===== config.mk =====
export PLATFORM = sky130hd
export DESIGN_NAME = tcs_top
export DESIGN_NICKNAME = d
export VERILOG_FILES = /design/src/tcs_pkg.sv /design/src/tcs_top.sv /design/src/tcs_sync.sv /design/src/tcs_avg.sv
export SDC_FILE = /design/constraint.sdc
export NUM_CORES = 1
export LEC_CHECK = 0
export BUFFER_PORTS_ARGS = -buffer_cell sky130_fd_sc_hd__buf_2
export CAP_MARGIN = 5
export CORE_MARGIN = 5
export CORE_UTILIZATION = 55
export DETAILED_ROUTE_END_ITERATION = 10
export MAX_ROUTING_LAYER = met4
export PLACE_DENSITY = 0.78
export SLEW_MARGIN = 20
export SYNTH_ARGS = -nofsm -noshare
export SYNTH_HDL_FRONTEND = slang
export SYNTH_HIERARCHICAL = 1
export SYNTH_SLANG_ARGS = --single-unit

===== constraint.sdc =====
create_clock -name pclk -period 3.1 [get_ports pclk]
set_input_delay 0.155 -clock pclk [delete_from_list [all_inputs] [get_ports pclk]]
set_output_delay 0.155 -clock pclk [all_outputs]
set_load 0.02 [all_outputs]

===== src/tcs_pkg.sv =====
// Function
// - wait a fixed power-up interval before the first conversion
// - result reads the most negative code until the first single conversion or averaging run ends
// - result loads only when a single conversion or averaging run ends
// - result is 16-bit two's complement, one lsb is 7.8125 millidegrees
// - low and high limit registers use the result encoding
// - continuous cycle is an active period then a standby period
// - cycle-period and averaging fields set active and standby lengths
// - averaging runs the set number of conversions and publishes the mean
// - one conversion lasts a fixed time, active time scales with count
// - defaults average eight conversions and repeat once per second
// - mode code 00 runs cycles back to back, updating each time
// - each continuous result sets the data-ready flag
// - reading configuration or result clears the data-ready flag
// - routing bit set puts the data-ready flag on the alert pin
// - writing shutdown code aborts any conversion and powers down
// - in shutdown, code 11 runs one conversion or averaging run then returns to shutdown
// - one-shot has no standby, its length depends only on averaging
// - one-shot completion sets data-ready, cleared by the same reads
// - a stored power-up default can start the device in shutdown
// - during power-up writes are ignored, reads still answered
// - serial transfer sends most significant byte first; here serial_clk is only synchronised, no data is shifted
package tcs_pkg;
	// ------------------------------------------------------------
	// register map (byte addresses)
	// ------------------------------------------------------------
	localparam logic [11:0] ADDR_RESULT  = 12'h000;
	localparam logic [11:0] ADDR_CONFIG  = 12'h004;
	localparam logic [11:0] ADDR_LIM_LO  = 12'h008;
	localparam logic [11:0] ADDR_LIM_HI  = 12'h00c;
	localparam logic [11:0] ADDR_STATUS  = 12'h010;
	localparam logic [11:0] ADDR_SAMPLE  = 12'h014;
	// ------------------------------------------------------------
	// configuration fields
	// ------------------------------------------------------------
	localparam int CFG_MODE_LSB   = 10;
	localparam int CFG_CYCLE_LSB  = 7;
	localparam int CFG_AVG_LSB    = 5;
	localparam int CFG_ROUTE_BIT  = 2;
	localparam int CFG_READY_BIT  = 13;
	localparam logic [1:0] MODE_CONT     = 2'h0;
	localparam logic [1:0] MODE_SHUTDOWN = 2'h1;
	localparam logic [1:0] MODE_CONT_ALT = 2'h2;
	localparam logic [1:0] MODE_ONESHOT  = 2'h3;
	localparam logic [2:0] CYCLE_RESET   = 3'h4;
	localparam logic [1:0] AVG_RESET     = 2'h1;
	localparam logic [15:0] RESULT_RESET = 16'h8000;
	localparam logic [15:0] LIM_LO_RESET = 16'h8000;
	localparam logic [15:0] LIM_HI_RESET = 16'h7fff;
	// ------------------------------------------------------------
	// timing
	// ------------------------------------------------------------
	localparam int CLK_HZ         = 40_000_000;
	localparam int POWERUP_US     = 1500;
	localparam int CONV_US        = 15500;
	localparam int POWERUP_CYC    = POWERUP_US * (CLK_HZ / 1_000_000);
	localparam int CONV_CYC       = CONV_US * (CLK_HZ / 1_000_000);
	localparam int CYCLE_1S_MS    = 1000;
	typedef enum logic [1:0] {TCS_BOOT, TCS_IDLE, TCS_ACTIVE, TCS_STANDBY} tcs_state_e;
endpackage


===== src/tcs_top.sv =====
`timescale 1ns/1ps
`default_nettype none
// ------------------------------------------------------------
// temperature conversion sequencer with apb register access
// ------------------------------------------------------------
module tcs_top #(
	parameter int POWERUP_CYC_P = tcs_pkg::POWERUP_CYC,
	parameter int CONV_CYC_P    = tcs_pkg::CONV_CYC,
	parameter int MS_CYC_P      = tcs_pkg::CLK_HZ / 1000,
	// averaging counts as log2 for codes 10 and 11
	parameter logic [2:0] AVG_LOG2_2 = 3'h5,
	parameter logic [2:0] AVG_LOG2_3 = 3'h6,
	// cycle period in ms per code 0..7
	parameter int CYC_MS_0 = 16,
	parameter int CYC_MS_1 = 125,
	parameter int CYC_MS_2 = 250,
	parameter int CYC_MS_3 = 500,
	parameter int CYC_MS_4 = tcs_pkg::CYCLE_1S_MS,
	parameter int CYC_MS_5 = 4000,
	parameter int CYC_MS_6 = 8000,
	parameter int CYC_MS_7 = 16000,
	parameter logic BOOT_SHUTDOWN = 1'b0
) (
	input  wire logic        pclk,
	input  wire logic        presetn,
	input  wire logic        psel,
	input  wire logic        penable,
	input  wire logic        pwrite,
	input  wire logic [11:0] paddr,
	input  wire logic [31:0] pwdata,
	output logic      [31:0] prdata,
	output logic             pready,
	output logic             pslverr,
	input  wire logic [15:0] adc_sample,
	input  wire logic        serial_clk,
	output logic             alert_out,
	output logic             alert_oe,
	output logic             analog_en
);
	// ------------------------------------------------------------
	// elaboration checks
	// ------------------------------------------------------------
	initial begin
		if (CONV_CYC_P < 1 || POWERUP_CYC_P < 1 || MS_CYC_P < 1) $error("counts must be >= 1");
		if (AVG_LOG2_2 > 3'h7 || AVG_LOG2_3 > 3'h7) $error("averaging too deep");
	end
	// ------------------------------------------------------------
	// registers
	// ------------------------------------------------------------
	tcs_pkg::tcs_state_e state_ff, nxt_state;
	logic [15:0] result_ff;
	logic [15:0] lim_lo_ff, lim_hi_ff;
	logic [1:0]  conv_mode_sel_ff;
	logic [2:0]  cycle_period_sel_ff;
	logic [1:0]  avg_count_sel_ff;
	logic        fresh_to_pin_sel_ff;
	logic        ready_ff;
	logic        first_done_ff;
	logic        oneshot_ff;
	logic [31:0] tmr_ff;
	logic [31:0] cyc_ff;
	logic [7:0]  nconv_ff;
	logic        sclk_s;
	logic        sclk_d_ff;
	logic [15:0] sample_ff;
	logic [15:0] mean_w;
	// ------------------------------------------------------------
	// apb decode: access phase with one wait state
	// ------------------------------------------------------------
	// writes land on the edge that sees pready; read side effects on the edge
	// that captures prdata, so a ready flag set in between is never lost
	wire acc_w      = psel & penable;
	wire wr_w       = acc_w & pwrite & pready;
	wire rd_w       = acc_w & ~pwrite & ~pready;
	wire sel_res    = paddr == tcs_pkg::ADDR_RESULT;
	wire sel_cfg    = paddr == tcs_pkg::ADDR_CONFIG;
	wire sel_lo     = paddr == tcs_pkg::ADDR_LIM_LO;
	wire sel_hi     = paddr == tcs_pkg::ADDR_LIM_HI;
	wire sel_st     = paddr == tcs_pkg::ADDR_STATUS;
	wire sel_smp    = paddr == tcs_pkg::ADDR_SAMPLE;
	wire mapped_w   = sel_res | sel_cfg | sel_lo | sel_hi | sel_st | sel_smp;
	wire booting_w  = state_ff == tcs_pkg::TCS_BOOT;
	wire wr_ok_w    = wr_w & ~booting_w;
	wire cfg_wr_w   = wr_ok_w & sel_cfg;
	wire [1:0] wmode_w = pwdata[tcs_pkg::CFG_MODE_LSB +: 2];
	wire sd_wr_w    = cfg_wr_w & (wmode_w == tcs_pkg::MODE_SHUTDOWN);
	wire os_wr_w    = cfg_wr_w & (wmode_w == tcs_pkg::MODE_ONESHOT)
	                  & (state_ff == tcs_pkg::TCS_IDLE);
	wire clr_rdy_w  = rd_w & (sel_cfg | sel_res);
	wire [15:0] cfg_w = {2'h0, ready_ff, 1'b0, conv_mode_sel_ff, cycle_period_sel_ff,
	                     avg_count_sel_ff, 2'h0, fresh_to_pin_sel_ff, 2'h0};
	wire continuous_run_mode = (conv_mode_sel_ff == tcs_pkg::MODE_CONT)
	                         | (conv_mode_sel_ff == tcs_pkg::MODE_CONT_ALT);
	wire power_down_mode   = conv_mode_sel_ff == tcs_pkg::MODE_SHUTDOWN;
	wire single_shot_mode  = oneshot_ff;
	wire [31:0] rd_mux_w = sel_res ? {16'h0, result_ff} :
	                       sel_cfg ? {16'h0, cfg_w} :
	                       sel_lo  ? {16'h0, lim_lo_ff} :
	                       sel_hi  ? {16'h0, lim_hi_ff} :
	                       sel_st  ? {28'h0, first_done_ff, booting_w, power_down_mode,
	                                  single_shot_mode} :
	                       sel_smp ? {16'h0, sample_ff} : 32'h0;
	// ------------------------------------------------------------
	// averaging count: code 00 one, 01 eight, others parameters
	// ------------------------------------------------------------
	wire [2:0] avg_log2_w = (avg_count_sel_ff == 2'h0) ? 3'h0 :
	                        (avg_count_sel_ff == 2'h1) ? 3'h3 :
	                        (avg_count_sel_ff == 2'h2) ? AVG_LOG2_2 : AVG_LOG2_3;
	wire [7:0] nconv_tgt_w = 8'(8'h1 << avg_log2_w);
	// cycle period in pclk cycles per selected code
	logic [31:0] cyc_ms_tab [8];
	generate
		for (genvar i = 0; i < 8; i++) begin : g_cyc
			localparam int MS = (i == 0) ? CYC_MS_0 : (i == 1) ? CYC_MS_1 :
			                    (i == 2) ? CYC_MS_2 : (i == 3) ? CYC_MS_3 :
			                    (i == 4) ? CYC_MS_4 : (i == 5) ? CYC_MS_5 :
			                    (i == 6) ? CYC_MS_6 : CYC_MS_7;
			assign cyc_ms_tab[i] = 32'(MS * MS_CYC_P);
		end
	endgenerate
	wire [31:0] cyc_len_w = cyc_ms_tab[cycle_period_sel_ff];
	// ------------------------------------------------------------
	// sequencer events
	// ------------------------------------------------------------
	wire conv_end_w = (state_ff == tcs_pkg::TCS_ACTIVE)
	                  && (tmr_ff == 32'(CONV_CYC_P - 1));
	// a count written mid-run that the run has already reached ends it at the next conversion end instead of wrapping
	wire run_end_w  = conv_end_w && (nconv_ff >= nconv_tgt_w - 8'h1);
	wire cyc_done_w = cyc_ff >= cyc_len_w - 32'h1;
	// serial clock edges, only a sign of bus activity here
	wire sclk_rise_w = sclk_s & ~sclk_d_ff;
	tcs_sync u_sync (
		.pclk    (pclk),
		.presetn (presetn),
		.d       (serial_clk),
		.q       (sclk_s)
	);
	tcs_avg u_avg (
		.pclk    (pclk),
		.presetn (presetn),
		.clear   (state_ff != tcs_pkg::TCS_ACTIVE),
		.add     (conv_end_w & ~run_end_w),
		.sample  (sample_ff),
		.shift   (avg_log2_w),
		.mean    (mean_w)
	);
	// ------------------------------------------------------------
	// next state
	// ------------------------------------------------------------
	always_comb begin
		nxt_state = state_ff;
		case (state_ff)
			tcs_pkg::TCS_BOOT: begin
				if (tmr_ff == 32'(POWERUP_CYC_P - 1))
					nxt_state = BOOT_SHUTDOWN ? tcs_pkg::TCS_IDLE
					                          : tcs_pkg::TCS_ACTIVE;
			end
			tcs_pkg::TCS_IDLE: begin
				if (os_wr_w) nxt_state = tcs_pkg::TCS_ACTIVE;
				else if (cfg_wr_w && wmode_w != tcs_pkg::MODE_SHUTDOWN)
					nxt_state = tcs_pkg::TCS_ACTIVE;
			end
			tcs_pkg::TCS_ACTIVE: begin
				if (sd_wr_w) nxt_state = tcs_pkg::TCS_IDLE;
				else if (run_end_w)
					nxt_state = oneshot_ff ? tcs_pkg::TCS_IDLE
					                       : tcs_pkg::TCS_STANDBY;
			end
			tcs_pkg::TCS_STANDBY: begin
				if (sd_wr_w) nxt_state = tcs_pkg::TCS_IDLE;
				else if (cyc_done_w && continuous_run_mode) nxt_state = tcs_pkg::TCS_ACTIVE;
			end
			default: nxt_state = tcs_pkg::TCS_BOOT;
		endcase
	end
	// ------------------------------------------------------------
	// state, timers
	// ------------------------------------------------------------
	always_ff @(posedge pclk or negedge presetn) begin
		if (!presetn) begin
			state_ff  <= tcs_pkg::TCS_BOOT;
			tmr_ff    <= 32'h0;
			cyc_ff    <= 32'h0;
			nconv_ff  <= 8'h0;
			sclk_d_ff <= 1'b0;
			sample_ff <= 16'h0;
		end else begin
			state_ff  <= nxt_state;
			sclk_d_ff <= sclk_s;
			sample_ff <= adc_sample; // same-domain converter output
			tmr_ff    <= (nxt_state != state_ff || conv_end_w) ? 32'h0 : tmr_ff + 32'h1;
			// cycle timer spans active plus standby, restarts on a new cycle
			cyc_ff    <= (nxt_state == tcs_pkg::TCS_ACTIVE && state_ff != tcs_pkg::TCS_ACTIVE)
			             ? 32'h0 : cyc_ff + 32'h1;
			nconv_ff  <= (state_ff != tcs_pkg::TCS_ACTIVE) ? 8'h0 :
			             conv_end_w ? nconv_ff + 8'h1 : nconv_ff;
		end
	end
	// ------------------------------------------------------------
	// configuration and limit registers
	// ------------------------------------------------------------
	always_ff @(posedge pclk or negedge presetn) begin
		if (!presetn) begin
			conv_mode_sel_ff    <= tcs_pkg::MODE_CONT;
			cycle_period_sel_ff <= tcs_pkg::CYCLE_RESET;
			avg_count_sel_ff    <= tcs_pkg::AVG_RESET;
			fresh_to_pin_sel_ff <= 1'b0;
			lim_lo_ff           <= tcs_pkg::LIM_LO_RESET;
			lim_hi_ff           <= tcs_pkg::LIM_HI_RESET;
		end else begin
			if (booting_w && tmr_ff == 32'(POWERUP_CYC_P - 1) && BOOT_SHUTDOWN)
				conv_mode_sel_ff <= tcs_pkg::MODE_SHUTDOWN;
			else if (cfg_wr_w && wmode_w != tcs_pkg::MODE_ONESHOT)
				conv_mode_sel_ff <= wmode_w;
			if (cfg_wr_w) begin
				cycle_period_sel_ff <= pwdata[tcs_pkg::CFG_CYCLE_LSB +: 3];
				avg_count_sel_ff    <= pwdata[tcs_pkg::CFG_AVG_LSB +: 2];
				fresh_to_pin_sel_ff <= pwdata[tcs_pkg::CFG_ROUTE_BIT];
			end
			if (wr_ok_w && sel_lo) lim_lo_ff <= pwdata[15:0];
			if (wr_ok_w && sel_hi) lim_hi_ff <= pwdata[15:0];
		end
	end
	// ------------------------------------------------------------
	// result, data-ready and one-shot tracking
	// ------------------------------------------------------------
	wire set_rdy_w = run_end_w & ~sd_wr_w;
	always_ff @(posedge pclk or negedge presetn) begin
		if (!presetn) begin
			result_ff     <= tcs_pkg::RESULT_RESET;
			ready_ff      <= 1'b0;
			first_done_ff <= 1'b0;
			oneshot_ff    <= 1'b0;
		end else begin
			if (set_rdy_w) result_ff <= mean_w;
			if (set_rdy_w) first_done_ff <= 1'b1;
			// set wins over a same-cycle read clear
			if (set_rdy_w) ready_ff <= 1'b1;
			else if (clr_rdy_w) ready_ff <= 1'b0;
			if (os_wr_w) oneshot_ff <= 1'b1;
			else if (nxt_state == tcs_pkg::TCS_IDLE) oneshot_ff <= 1'b0;
		end
	end
	// ------------------------------------------------------------
	// apb response and pins
	// ------------------------------------------------------------
	always_ff @(posedge pclk or negedge presetn) begin
		if (!presetn) begin
			prdata    <= 32'h0;
			pready    <= 1'b0;
			pslverr   <= 1'b0;
			alert_out <= 1'b0;
			alert_oe  <= 1'b0;
			analog_en <= 1'b0;
		end else begin
			// one wait state: answer registered in the first access cycle
			pready    <= psel & penable & ~pready;
			pslverr   <= psel & penable & ~pready & ~mapped_w;
			prdata    <= (psel & ~pwrite) ? rd_mux_w : 32'h0;
			alert_out <= 1'b0;
			// open drain: pull low while ready is routed and set
			alert_oe  <= fresh_to_pin_sel_ff & (set_rdy_w | (ready_ff & ~clr_rdy_w));
			analog_en <= nxt_state == tcs_pkg::TCS_ACTIVE;
		end
	end
	// serial link shifts msb byte first; engine lives outside this block
	wire unused_w = sclk_rise_w;
endmodule
`default_nettype wire


===== src/tcs_sync.sv =====
`timescale 1ns/1ps
`default_nettype none
// two-flop synchroniser; first stage feeds only the second
module tcs_sync (
	input  wire logic pclk,
	input  wire logic presetn,
	input  wire logic d,
	output logic      q
);
	logic meta_ff;
	// ------------------------------------------------------------
	// synchroniser
	// ------------------------------------------------------------
	always_ff @(posedge pclk or negedge presetn) begin
		if (!presetn) begin
			meta_ff <= 1'b0;
			q       <= 1'b0;
		end else begin
			meta_ff <= d;
			q       <= meta_ff;
		end
	end
endmodule
`default_nettype wire


===== src/tcs_avg.sv =====
`timescale 1ns/1ps
`default_nettype none
// accumulator for averaging runs; mean by shift since counts are powers of two
module tcs_avg #(
	parameter int ACC_W = 24
) (
	input  wire logic              pclk,
	input  wire logic              presetn,
	input  wire logic              clear,
	input  wire logic              add,
	input  wire logic signed [15:0] sample,
	input  wire logic [2:0]        shift,
	output logic signed [15:0]     mean
);
	logic signed [ACC_W-1:0] acc_ff;
	logic signed [ACC_W-1:0] nxt_acc;
	logic signed [ACC_W-1:0] sum_w;
	initial begin
		if (ACC_W < 23) $error("ACC_W too small for 128 samples");
	end
	// ------------------------------------------------------------
	// accumulate
	// ------------------------------------------------------------
	assign sum_w   = acc_ff + ACC_W'(sample);
	assign nxt_acc = clear ? '0 : (add ? sum_w : acc_ff);
	assign mean    = 16'(sum_w >>> shift); // mean includes the final sample
	always_ff @(posedge pclk or negedge presetn) begin
		if (!presetn) acc_ff <= '0;
		else acc_ff <= nxt_acc;
	end
endmodule
`default_nettype wire


After elaboration in Yosys (flattened, before gate mapping)
Memories as Yosys holds them, arrays and structs flattened.
Cells that the tools add are included.
- flip-flop bits (word level): 193
- memory bits (read-only): 256
- memories: 1
- memory list (name ; depth ; width ; read ports ; clocked after Yosys merged registers in ; wr ports ; RTL line ; text):
    (no name shown) ; 8 ; 32 ; 1 ; 0 ; 0 ; tcs_top.sv:121 ; wire [31:0] cyc_len_w = cyc_ms_tab[cycle_period_sel_ff];
- $add $sub $neg: 6
- $lt $le $gt $ge: 3
- eq/ne operators: 22
- shifts and indexed selects: 2
- muxes and demuxes: 31
- bitwise gates (word level): 33
- reduce and logical (&&, ||, !) cells: 17
- operators with widths (operator ; count):
    $mux 32 ; 4
    $mux 16 ; 7
    $add 32x1->32 const B ; 2
    $mux 24 ; 2
    $eq 32x16->1 const B ; 1
    $eq 32x20->1 const B ; 1
    $ge 32x32->1 ; 1
    $sub 32x1->32 const B ; 1
    $add 24x16->24 ; 1
    $eq 12x4->1 const B ; 2
    $eq 12x5->1 const B ; 2
    $sshr 24x3->16 ; 1
    $and 1x1->1 ; 18
    $mux 2 ; 9
    $mux 8 ; 2
    $eq 12x3->1 const B ; 1
    $eq 2x2->1 const B ; 6
    $logic_not 12->1 ; 1
    $eq 2x1->1 const B ; 5
    $add 8x1->8 const B ; 1
    $ge 8x8->1 ; 1
    $logic_and 1x1->1 ; 8
    $pmux 2 s4 ; 1
    $reduce_bool 2->1 ; 4
    13 further kinds ; 32

Logic depth before layout (Yosys ltp)
Gate-level depths: netlist (run 1).
- depth in word-level cells: 14
- mapped depth: 16
- gate-level depth less buffers: 14

Cells and area by module
The synthesis (run 1) kept the hierarchy.
- modules (own cells, without submodules) (module ; times used ; cells an instance ; area an instance (um^2)):
    tcs_top ; 1 ; 839 ; 8882.3
    tcs_avg ; 1 ; 334 ; 2920.3

Worst setup path before layout (run 1)
OpenSTA, ideal clock, no wires.
- path kind: flip-flop to flip-flop
- start point: register avg_count_sel_ff[0]
- end point: register u_avg.acc_ff[0]
- library setup time: 0.132 ns
- arrival time: 3.221 ns
- path slack: -0.253 ns
- cell stages (with the launch flop): 13
- buffers on the path: 2
- clock period less this slack: 3.353 ns
- path through: dfstp_2 > inv_1 > ha_1 > or3_1 > ha_1 > a2111oi_0 > nand2_1 > a41o_1 > nor3_1 > clkbuf_1 > clkbuf_1 > mux2i_1 > nor2_1
- cells in the longest elaborated chain, start to end: 11
- elaborated cells between the ends (all ways): 13
- those cells by class: add/sub: 1; order compare: 1; eq/ne: 2; shift: 1; mux: 3; bitwise: 2; reduce/logical: 3
- RTL lines (what ; RTL line ; text):
    start, declared ; tcs_top.sv:55 ; logic [1:0] avg_count_sel_ff;
    start signal, assigned ; tcs_top.sv:206 ; avg_count_sel_ff <= tcs_pkg::AVG_RESET;
    start signal, assigned ; tcs_top.sv:217 ; avg_count_sel_ff <= pwdata[tcs_pkg::CFG_AVG_LSB +: 2];
    $eq 2x2->1 ; tcs_top.sv:108 ; (avg_count_sel_ff == 2'h2) ? AVG_LOG2_2 : AVG_LOG2_3;
    $mux 2 ; tcs_top.sv:108 ;
    $mux 3 ; tcs_top.sv:107 ; (avg_count_sel_ff == 2'h1) ? 3'h3 :
    $mux 3 * ; tcs_top.sv:106 ; wire [2:0] avg_log2_w = (avg_count_sel_ff == 2'h0) ? 3'h0 :
    $shl 1x3->8 * ; tcs_top.sv:109 ; wire [7:0] nconv_tgt_w = 8'(8'h1 << avg_log2_w);
    $sub 8x1->8 * ; tcs_top.sv:128 ; wire run_end_w = conv_end_w && (nconv_ff >= nconv_tgt_w - 8'h1);
    $ge 8x8->1 * ; tcs_top.sv:128 ;
    $logic_and 1x1->1 * ; tcs_top.sv:128 ;
    $not 1->1 * ; tcs_top.sv:142 ; .add (conv_end_w & ~run_end_w),
    $and 1x1->1 * ; tcs_top.sv:142 ;
    $reduce_bool 2->1 (no source line) * ; -- ;
    end signal, assigned ; tcs_avg.sv:29 ; else acc_ff <= nxt_acc;
    end, declared ; tcs_avg.sv:15 ; logic signed [ACC_W-1:0] acc_ff;
Every way passes the cells marked *; elsewhere a longest branch is shown, timed or not.
A chain may end at the register's enable or synchronous reset.

Final worst setup path (run 1)
- start point: register cycle_period_sel_ff[0]
- end point: register tmr_ff[21]
- cells in the longest elaborated chain, start to end: 13
- RTL lines (what ; RTL line ; text):
    start, declared ; tcs_top.sv:54 ; logic [2:0] cycle_period_sel_ff;
    start signal, assigned ; tcs_top.sv:205 ; cycle_period_sel_ff <= tcs_pkg::CYCLE_RESET;
    start signal, assigned ; tcs_top.sv:216 ; cycle_period_sel_ff <= pwdata[tcs_pkg::CFG_CYCLE_LSB +: 3];
    $not 3->4 (implied by the code) ; tcs_top.sv:121 ;
    $mem_v2 8x32 ; -- ;
    $mux 32 (implied by the code) (2 in a row) ; tcs_top.sv:121 ;
    $sub 32x1->32 ; tcs_top.sv:129 ; wire cyc_done_w = cyc_ff >= cyc_len_w - 32'h1;
    $ge 32x32->1 ; tcs_top.sv:129 ;
    $logic_and 1x1->1 ; tcs_top.sv:171 ; else if (cyc_done_w && continuous_run_mode) nxt_state = tcs_pkg::TCS_ACTIVE;
    $mux 2 ; tcs_top.sv:171 ;
    $mux 2 ; tcs_top.sv:170 ; if (sd_wr_w) nxt_state = tcs_pkg::TCS_IDLE;
    $pmux 2 s4 ; tcs_top.sv:152 ; case (state_ff)
    $ne 2x2->1 ; tcs_top.sv:191 ; tmr_ff <= (nxt_state != state_ff || conv_end_w) ? 32'h0 : tmr_ff + 32'h1;
    $logic_or 1x1->1 ; tcs_top.sv:191 ;
    $mux 32 ; tcs_top.sv:191 ;
    end signal, assigned ; tcs_top.sv:191 ;
    end, declared ; tcs_top.sv:60 ; logic [31:0] tmr_ff;
No other way between the ends. The select of a mux whose other input is x is not followed.

==> parameters.txt, run 1 <==
Parameter                              Value

Final layout
  Utilization of the core after routing ... 73.9%
  Number of filler cells placed in the layout ... 1,302
  Area added between synthesis and finish ... 32.1%
  Number of non-filler instances in the completed layout ... 1,694
  Commonest cells after routing, fill and taps aside ... 171 x sky130_fd_sc_hd__dfrtp_1, 141 x sky130_fd_sc_hd__buf_4, 82 x sky130_fd_sc_hd__nor2_1
  Total area of multi-input combinational cells ... 7590 um^2
  Fraction of final layout cells with drive strength greater than 1 ... 34.7%
  Final-stage net count ... 1,538
  Register area ... 4830 um^2
  Most frequent standard cell in the layout excluding fill and tap cells ... sky130_fd_sc_hd__dfrtp_1

Clock tree
  TritonCTS clock tree ... built
  Inserted Clock Buffers ... 17
  Clock-pin slew on the worst setup and hold paths ... 0.08 ns
  Clock insertion delay at the later pin of the skew report ... 0.44 ns
  H-tree level count ... 4
  Root Buffer Master ... sky130_fd_sc_hd__clkbuf_16
  TritonCTS sink count ... 192
  Maximum number of buffers from clock root to sink ... 2

Power and ir drop
  Internal Pwr Total ... 0.00400 W
  NetSw ... 0.00140 W
  Power density cells ... 347 nW/um^2
  Logic pwr share ... 9.8%
  Clock group share of total power ... 41.3%
  Max IR drop VDD ... 311 uV
  LEAKAGE ... 7.01 nW
  Switching part of the total ... 25.9%
  Reg power frac ... 49.0%

Yosys
  Fraction of post-synthesis cell area in the top cell type by area ... 36.7%
  Count of mapped cells out of synthesis ... 1,173
  Area of the mapped netlist ... 11,800 um^2
  Fraction of the yosys area taken by sequential cells ... 40.9%
  Netlist cell types ... 89
  Cell taking the most area after synthesis ... sky130_fd_sc_hd__dfrtp_1
  Async S/R FF share, synth ... 100%
  Number of synthesized register bits ... 192
  Dominant register cell in the synthesized netlist ... sky130_fd_sc_hd__dfrtp_1
  Count of warnings emitted by yosys ... 6
  Average instance area after synthesis ... 10.1 um^2
  Number of flops mapped to enable cells by yosys ... 0
  Top post-synthesis cells by area ... sky130_fd_sc_hd__dfrtp_1 37%, sky130_fd_sc_hd__ha_1 7.1%, sky130_fd_sc_hd__mux2i_1 4.5%, sky130_fd_sc_hd__dfstp_2 4.2%, sky130_fd_sc_hd__xor2_1 3.9%

Timing
  Post-route worst setup slack ... -0.135 ns
  Transition time at the pin with the least slew margin ... 0.793 ns
  Unrepaired setup endpoints after global routing ... yes
  Period minus WS final ... 3.23 ns
  Period utilisation layout ... 104%
  Achievable clock frequency ... 309 MHz
  Final Hold Vio Count ... 0
  Slew Viols, Final ... 0
  Post-route clock skew ... 0.0108 ns
  Max_slew headroom ... 47.1%
  Worst Hold Margin ... 0.0167 ns
  Total setup violations reported at the end of the flow ... 67

Die
  Rows ... 53
  Total die area ... 24,500 um^2
  Effective utilization at floorplan ... 56.0%
  Count of boundary I/O pins ... 103
  Die outline width ... 156 um
  Core Box Area ... 21,100 um^2
  DIE HEIGHT ... 156 um

Status
  Status ... finished, violations left
  Violated checks ... setup timing

Route
  Number of vias in the routed layout ... 10,500
  Average wire length per cell after detail routing ... 21.2 um
  Violation count after the first detailed-routing iteration ... 1,134
  Antenna-violating nets left ... 0
  Via-per-instance ratio ... 6.21
  Number of remaining DRC errors ... 0
  Aggregate routed wire length ... 35.9 mm
  TritonRoute pass-1 iters ... 5

Min path
  Worst Hold Depth ... 2
  Classification of the worst-slack hold path ... primary input to flip-flop

Global route
  First-pass GRT wire length ... 51.9 mm
  Pin count of the biggest net entering global routing ... 67
  Number of antenna violations at the first check in global routing ... 1
  Overall global routing resource usage ... 27.2%
  Vias in the first global route ... 10,200
  Total overflow reported by the global router ... 0

Setup path
  Data arrival time at the worst-slack endpoint ... 3.61 ns
  Reg2Reg Depth ... 17
  WP data required ... 3.47 ns
  CP Launch Type ... flip-flop
  Endpoint class of the critical path ... flip-flop
  Peak fanout along the critical path ... 8
  Category of the most critical setup path ... flip-flop to flip-flop

Placed design
  Routability-driven placement congestion ratio ... 0.937
  Inst Count DP ... 1,585
  Half-perimeter wire length of the detailed placement result ... 21.4 mm
  Number of buffer cells added on primary ports ... 68

Flow run
  Max capacitance violation total ... 0
## flip-flops by register name, indices dropped and copies added, names as in the netlist, 8 cells and up
| signal | count |
|---|---|
| cyc_ff | 32 |
| result_ff | 16 |
| prdata | 16 |
| u_avg/acc_ff | 23 |
| tmr_ff | 32 |
| sample_ff | 16 |
| nconv_ff | 8 |
| lim_lo_ff | 16 |
| lim_hi_ff | 16 |
## cells in the mapped netlist, drive strengths merged, types with 4 or more instances
cell type / n
nor2b: 5
nand3: 31
nand4: 26
nor3: 45
ha: 67
a221oi: 4
and4: 7
xor2: 53
xnor2: 32
or3: 9
mux2: 73
mux4: 4
o31ai: 6
o211ai: 7
o21ai: 47
a221o: 7
o21a: 5
a31oi: 4
inv: 25
mux2i: 53
nand2: 87
nor4: 12
or4: 4
a21o: 7
a211oi: 8
clkbuf: 37
nor2: 111
nand2b: 22
buf: 34
a21oi: 60
dfrtp: 173
and2: 11
and3: 20
dfstp: 19
a22o: 9
## cell families (layout without fill, tap and decap cells)
kind of cell | Yosys count | count (layout) | share of synthesized area (%)
AOI/OAI and AO/OA | 197 | 197 | 11.1
and+or+nand+nor | 404 | 405 | 17.6
DFF | 192 | 192 | 40.9
xor gates and xnor gates | 85 | 85 | 6.31
buffers and inverters | 96 | 323 | 4.25
muxes | 130 | 130 | 12.5
adders and majority gates | 68 | 68 | 7.27
other | 1 | 19 | 0.0318
## power by group through the flow
| stage | registers, W | logic, W | clock network (W) |
|---|---|---|---|
| 2_1_floorplan | 0.00267 | 0.000235 | 0 |
| 3_3_place_gp | 0.00269 | 0.000395 | 0 |
| 3_5_place_dp | 0.00269 | 0.000406 | 0 |
| 4_1_cts | 0.00264 | 0.000455 | 0.00224 |
| 5_1_grt | 0.00266 | 0.000569 | 0.00236 |
| 6_report | 0.00265 | 0.000528 | 0.00223 |
## layer usage
metal  GRT usage, %  vias up  part of all wire [%]
met1           35.2     5148                    40
li1               -     4659                     -
met5              -        -                     0
met4           11.4        0                   4.3
met2           42.3      584                    48
met3           4.81      125                   7.9
## area by class of cell
cell class / count / area share, %
timing repair buffer: 266 / 13.7
sequential: 192 / 31.0
antenna: 2 / 0.0321
tap: 275 / 2.21
clock inverter: 11 / 0.770
inverter: 25 / 0.618
multi-input combinational: 902 / 48.7
clock buffer: 21 / 3.02
## critical path, stage by stage (launching register included)
cell,delay (ns)
sky130_fd_sc_hd__dfrtp_2,0.46
sky130_fd_sc_hd__buf_6,0.15
sky130_fd_sc_hd__ha_1,0.25
sky130_fd_sc_hd__nand2_2,0.12
sky130_fd_sc_hd__buf_4,0.13
sky130_fd_sc_hd__buf_4,0.10
sky130_fd_sc_hd__nand3_1,0.11
sky130_fd_sc_hd__ha_1,0.32
sky130_fd_sc_hd__a21oi_1,0.15
sky130_fd_sc_hd__o21ai_0,0.13
sky130_fd_sc_hd__nand2_2,0.12
sky130_fd_sc_hd__buf_4,0.12
sky130_fd_sc_hd__a31oi_4,0.10
sky130_fd_sc_hd__o41ai_4,0.35
sky130_fd_sc_hd__nand2_2,0.13
sky130_fd_sc_hd__buf_6,0.16
sky130_fd_sc_hd__buf_16,0.14
sky130_fd_sc_hd__nor2_2,0.10
## stage by stage
step / setup TNS (ns) / setup slack (ns) / power [W] / instance area, um^2
detailed placement: -29.67 / -0.615 / 0.00309 / 13200
floorplan: 0 / 0.00465 / 0.00290 / 11900
global route: -13.55 / -0.260 / 0.00558 / 15600
finish: -4.16 / -0.135 / 0.00540 / 15600
CTS: -1.71 / -0.0898 / 0.00534 / 14700
global placement: -18.77 / -0.403 / 0.00308 / 13200
## worst paths after layout
kind,endpoint,start,slack [ns]
max,tmr_ff[21],cycle_period_sel_ff[0],-0.13
min,lim_hi_ff[11],pwdata[11],0.02
max reg2reg,tmr_ff[21],cycle_period_sel_ff[0],-0.13
min reg2reg,lim_lo_ff[10],lim_lo_ff[10],0.49
max in group asynchronous,result_ff[15],presetn,1.99
min in group asynchronous,cyc_ff[28],presetn,0.20
## repair_timing
| item | in CTS | in global routing |
|---|---|---|
| setup endpoints to repair | 73 | 106 |
| pin swaps | 36 | 53 |
| hold buffers | 30 | 0 |
| buffers inserted | 21 | 16 |
| hold endpoints to repair | 87 | 0 |
| resized for setup | 75 | 149 |
| cloned | 3 | 7 |
(Power assumes the default switching activity.)
==> run 2: changes to the inputs <==
Settings changed: CELL_PAD_IN_SITES_DETAIL_PLACEMENT from default to 2, CELL_PAD_IN_SITES_GLOBAL_PLACEMENT from default to 2, CORE_UTILIZATION 55 to 35, SYNTH_HIERARCHICAL 1 to default.
Clock period 3.1 ns to 2.9 ns, I/O delays scaled along.
==> run 2 against run 1 <==
  * The run still ends with setup timing left
  * Total power grew 16%
  * Flip-flop and latch count is the same
  * First-iteration DRC count shrank 12%
  * Synthesized area shrank 2.6%
  * Sequential share of layout area shrank 0.47 points
  * Cell count grew 12%
  * Highest routed layer unchanged
==> parameters.txt, run 2 <==
Parameter                              Value

Status
  Status ... finished, violations left
  Violated checks ... setup timing

Setup path
  Reg2Reg Depth ... 12 (-5)
  Series of cell instances along the critical path ... ha_4 > fa_2 > a211oi_4 > o21ai_2 > buf_4 > buf_6 > a21oi_4 > o31ai_2 > a31oi_1 > nand3_4 > a32oi_2 > o31ai_1
  Category of the most critical setup path ... flip-flop to flip-flop
  Slowest Stage Delay on Critical Path ... 0.53 ns (+0.07 ns)
  Startpoint of the worst register-to-register path ... sample_ff[0]
  Buffering stage count on the worst path with inverters included ... 2 (-4)
  Endpoint class of the critical path ... flip-flop
  CP Launch Type ... flip-flop
  Peak fanout along the critical path ... 4 (-4)
  Cell family with the largest share of critical-path delay ... compound AO/OA/AOI/OAI gates
  Register-to-Register Setup Slack ... -0.64 ns (-0.50 ns)
  Reg-to-reg critical path endpoint ... result_ff[13]
  WP data required ... 3.25 ns (-0.22 ns)
  Slowest stage cell, crit path ... sky130_fd_sc_hd__a31oi_1
  Data arrival time at the worst-slack endpoint ... 3.89 ns (+0.28 ns)

Final layout
  Commonest cells after routing, fill and taps aside ... 169 x sky130_fd_sc_hd__dfrtp_1, 153 x sky130_fd_sc_hd__buf_4, 103 x sky130_fd_sc_hd__nor2_1
  Number of filler cells placed in the layout ... 3,242 (+150%)
  Register area ... 4830 um^2 (about the same)
  Design Area, Final ... 15,800 um^2 (+1.6%)
  Area added between synthesis and finish ... 37.8%
  Total area of multi-input combinational cells ... 7370 um^2 (-2.9%)
  Most frequent standard cell in the layout excluding fill and tap cells ... sky130_fd_sc_hd__dfrtp_1
  Fraction of final layout cells with drive strength greater than 1 ... 37.5% (+2.8 points)
  Registers with the most flip-flops ... cyc_ff: 32 flops, tmr_ff: 32 flops, u_avg.acc_ff: 23 flops
  Final-stage net count ... 1,581 (+2.8%)

Die
  Effective utilization at floorplan ... 35.4% (-21 points)
  DIE HEIGHT ... 191 um (+22%)
  Die outline width ... 191 um (+22%)
  Rows ... 66 (+25%)
  Count of boundary I/O pins ... 103 (unchanged)
  Total die area ... 36,600 um^2 (+49%)
  Core Box Area ... 32,500 um^2 (+54%)

Yosys
  Number of flops mapped to enable cells by yosys ... 0 (unchanged)
  Dominant register cell in the synthesized netlist ... sky130_fd_sc_hd__dfrtp_1
  Average instance area after synthesis ... 9.62 um^2 (-4.4%)
  Fraction of the yosys area taken by sequential cells ... 42.0% (+1.1 points)
  Netlist cell types ... 76 (-15%)
  Cell taking the most area after synthesis ... sky130_fd_sc_hd__dfrtp_1
  Async S/R FF share, synth ... 100% (unchanged)
  Count of mapped cells out of synthesis ... 1,195 (+1.9%)
  Count of warnings emitted by yosys ... 0 (-6)
  Number of synthesized register bits ... 192 (unchanged)
  Top post-synthesis cells by area ... sky130_fd_sc_hd__dfrtp_1 38%, sky130_fd_sc_hd__ha_1 7.3%, sky130_fd_sc_hd__nor2_1 4.7%, sky130_fd_sc_hd__mux2_2 4.4%, sky130_fd_sc_hd__dfstp_2 4.3%
  Fraction of post-synthesis cell area in the top cell type by area ... 37.7% (+0.98 points)
  Most frequently used cell type in the post-synthesis netlist ... sky130_fd_sc_hd__dfrtp_1
  Area of the mapped netlist ... 11,500 um^2 (-2.6%)
  Leading post-synthesis cells by instance count ... 173 x sky130_fd_sc_hd__dfrtp_1, 143 x sky130_fd_sc_hd__nor2_1, 101 x sky130_fd_sc_hd__nand2_1

Power and ir drop
  Max IR drop VDD ... 459 uV (+48%)
  Logic pwr share ... 10.3% (+0.5 points)
  Clock group share of total power ... 44.6% (+3.3 points)
  Internal Pwr Total ... 0.00427 W (+6.7%)
  Reg power frac ... 45.2% (-3.8 points)
  LEAKAGE ... 7.08 nW (+0.94%)
  NetSw ... 0.00197 W (+41%)
  Power density cells ... 394 nW/um^2 (+14%)
  Switching part of the total ... 31.6% (+5.6 points)

Timing
  Achievable clock frequency ... 283 MHz (-8.6%)
  Post-route clock skew ... 0.0316 ns (+0.0208 ns)
  Period utilisation layout ... 122% (+18 points)
  Post-route worst setup slack ... -0.637 ns (-0.503 ns)
  Transition time at the pin with the least slew margin ... 0.857 ns (+0.0636 ns)
  Slew Viols, Final ... 0 (unchanged)
  Max_slew headroom ... 42.9% (-4.2 points)
  Sum of negative setup slack ... -44.11 ns (-39.95 ns)
  Final Hold Vio Count ... 0 (unchanged)
  Total setup violations reported at the end of the flow ... 99 (+48%)
  Period minus WS final ... 3.54 ns (+0.303 ns)
  Worst Hold Margin ... 0.0622 ns (+0.0455 ns)
  Unrepaired setup endpoints after global routing ... yes

Global route
  First-pass GRT wire length ... 78.6 mm (+51%)
  Vias in the first global route ... 12,600 (+24%)
  Total overflow reported by the global router ... 0 (unchanged)
  Pin count of the biggest net entering global routing ... 66 (-1.5%)
  Overall global routing resource usage ... 29.1% (+2.0 points)
  Number of antenna violations at the first check in global routing ... 0 (-1)

Route
  Via-per-instance ratio ... 6.27 (+0.99%)
  Number of remaining DRC errors ... 0 (unchanged)
  Number of vias in the routed layout ... 11,900 (+13%)
  Average wire length per cell after detail routing ... 33.7 um (+59%)
  TritonRoute pass-1 iters ... 5 (unchanged)
  Antenna-violating nets left ... 0 (unchanged)
  Violation count after the first detailed-routing iteration ... 998 (-12%)
  Aggregate routed wire length ... 64.1 mm (+79%)

Clock tree
  Clock-pin slew on the worst setup and hold paths ... 0.10 ns (+0.02 ns)
  Inserted Clock Buffers ... 17 (unchanged)
  Maximum number of buffers from clock root to sink ... 2 (unchanged)
  TritonCTS clock tree ... built
  Root Buffer Master ... sky130_fd_sc_hd__clkbuf_16
  H-tree level count ... 4 (unchanged)
  Clock insertion delay at the later pin of the skew report ... 0.50 ns (+0.06 ns)
  TritonCTS sink count ... 192 (unchanged)

Min path
  Worst hold path endpoint ... ready_ff
  Classification of the worst-slack hold path ... primary input to flip-flop
  Worst Hold Depth ... 3 (+1)
  Hold Crit Start ... pwrite

Placed design
  Routability-driven placement congestion ratio ... 0.844 (-10%)
  Number of buffer cells added on primary ports ... 68 (unchanged)
  Half-perimeter wire length of the detailed placement result ... 30.1 mm (+41%)
  Area post-placement ... 13,300 um^2 (+1.1%)

Flow run
  Max capacitance violation total ... 0 (unchanged)
==> run 2: stage by stage <==
step / util, % / total power (W) / std cells / setup WS (ns)
after floorplan: - / 0.00308 / 1211 / -0.163
final: 48.8 / 0.00624 / 1903 / -0.637
after global placement: 41.0 / 0.00329 / 1788 / -0.361
after global routing: 48.8 / 0.00638 / 1902 / -0.775
after CTS: 45.9 / 0.00602 / 1874 / -0.348
after detailed placement: 41.0 / 0.00332 / 1788 / -0.533
==> run 2: power groups by stage <==
stage / logic [W] / registers [W] / clock network (W)
detailed placement: 0.000468 / 0.00286 / 0
global route: 0.000670 / 0.00283 / 0.00289
CTS: 0.000530 / 0.00281 / 0.00268
finish: 0.000641 / 0.00282 / 0.00278
global placement: 0.000446 / 0.00285 / 0
floorplan: 0.000248 / 0.00283 / 0
==> run 2: worst max path at each step <==
stage                                start             to  slack [ns]  cells past startpoint
floorplan           cycle_period_sel_ff[0]     tmr_ff[10]       -0.16                     18
global placement    cycle_period_sel_ff[0]     tmr_ff[16]       -0.36                     17
detailed placement  cycle_period_sel_ff[0]     tmr_ff[19]       -0.53                     17
CTS                 cycle_period_sel_ff[0]     cyc_ff[29]       -0.35                     19
global route        cycle_period_sel_ff[1]      cyc_ff[7]       -0.78                     19
finish                        sample_ff[0]  result_ff[13]       -0.64                     12
==> run 2: repair_timing <==
| action | in CTS | in global routing |
|---|---|---|
| hold buffers | 34 | 1 |
| buffers inserted | 18 | 28 |
| setup endpoints to repair | 81 | 109 |
| gates cloned | 2 | 4 |
| endpoints found under the hold margin | 101 | 2 |
| gates resized for setup | 93 | 159 |
| pin swaps | 42 | 54 |
==> run 2: cells by family after synthesis <==
family | count (synthesis) | synth area share, %
muxes | 65 | 7.24
adders and majority gates | 68 | 7.47
buffers and inverters | 97 | 3.91
other | 1 | 0.0326
AOI/OAI and AO/OA | 237 | 14.1
xor gates and xnor gates | 91 | 6.93
DFF | 192 | 42.0
and+or+nand+nor | 444 | 18.3
==> run 2: area by class of cell <==
type	count	share of cell area (%)
antenna	1	0.0158
clock buffer	17	2.69
clock inverter	15	1.45
inverter	26	0.679
multi-input combinational	922	46.5
sequential	192	30.5
tap	442	3.49
timing repair buffer	288	14.6
==> run 2: worst reg2reg max path, cell delays in order, from the launching register on <==
cell and delay (ns):
sky130_fd_sc_hd__dfrtp_2 0.49, sky130_fd_sc_hd__ha_4 0.21, sky130_fd_sc_hd__fa_2 0.42, sky130_fd_sc_hd__a211oi_4 0.32
sky130_fd_sc_hd__o21ai_2 0.13, sky130_fd_sc_hd__buf_4 0.16, sky130_fd_sc_hd__buf_6 0.13, sky130_fd_sc_hd__a21oi_4 0.24
sky130_fd_sc_hd__o31ai_2 0.17, sky130_fd_sc_hd__a31oi_1 0.53, sky130_fd_sc_hd__nand3_4 0.18, sky130_fd_sc_hd__a32oi_2 0.25
sky130_fd_sc_hd__o31ai_1 0.15
==> run 2: metal layers <==
layer / track usage (%) / up-vias / routed length (um)
li1: - / 4764 / -
met1: 31.1 / 6161 / 22300
met2: 51.3 / 668 / 32300
met3: 4.97 / 337 / 3800
met4: 16.0 / 0 / 5710
met5: - / - / 0
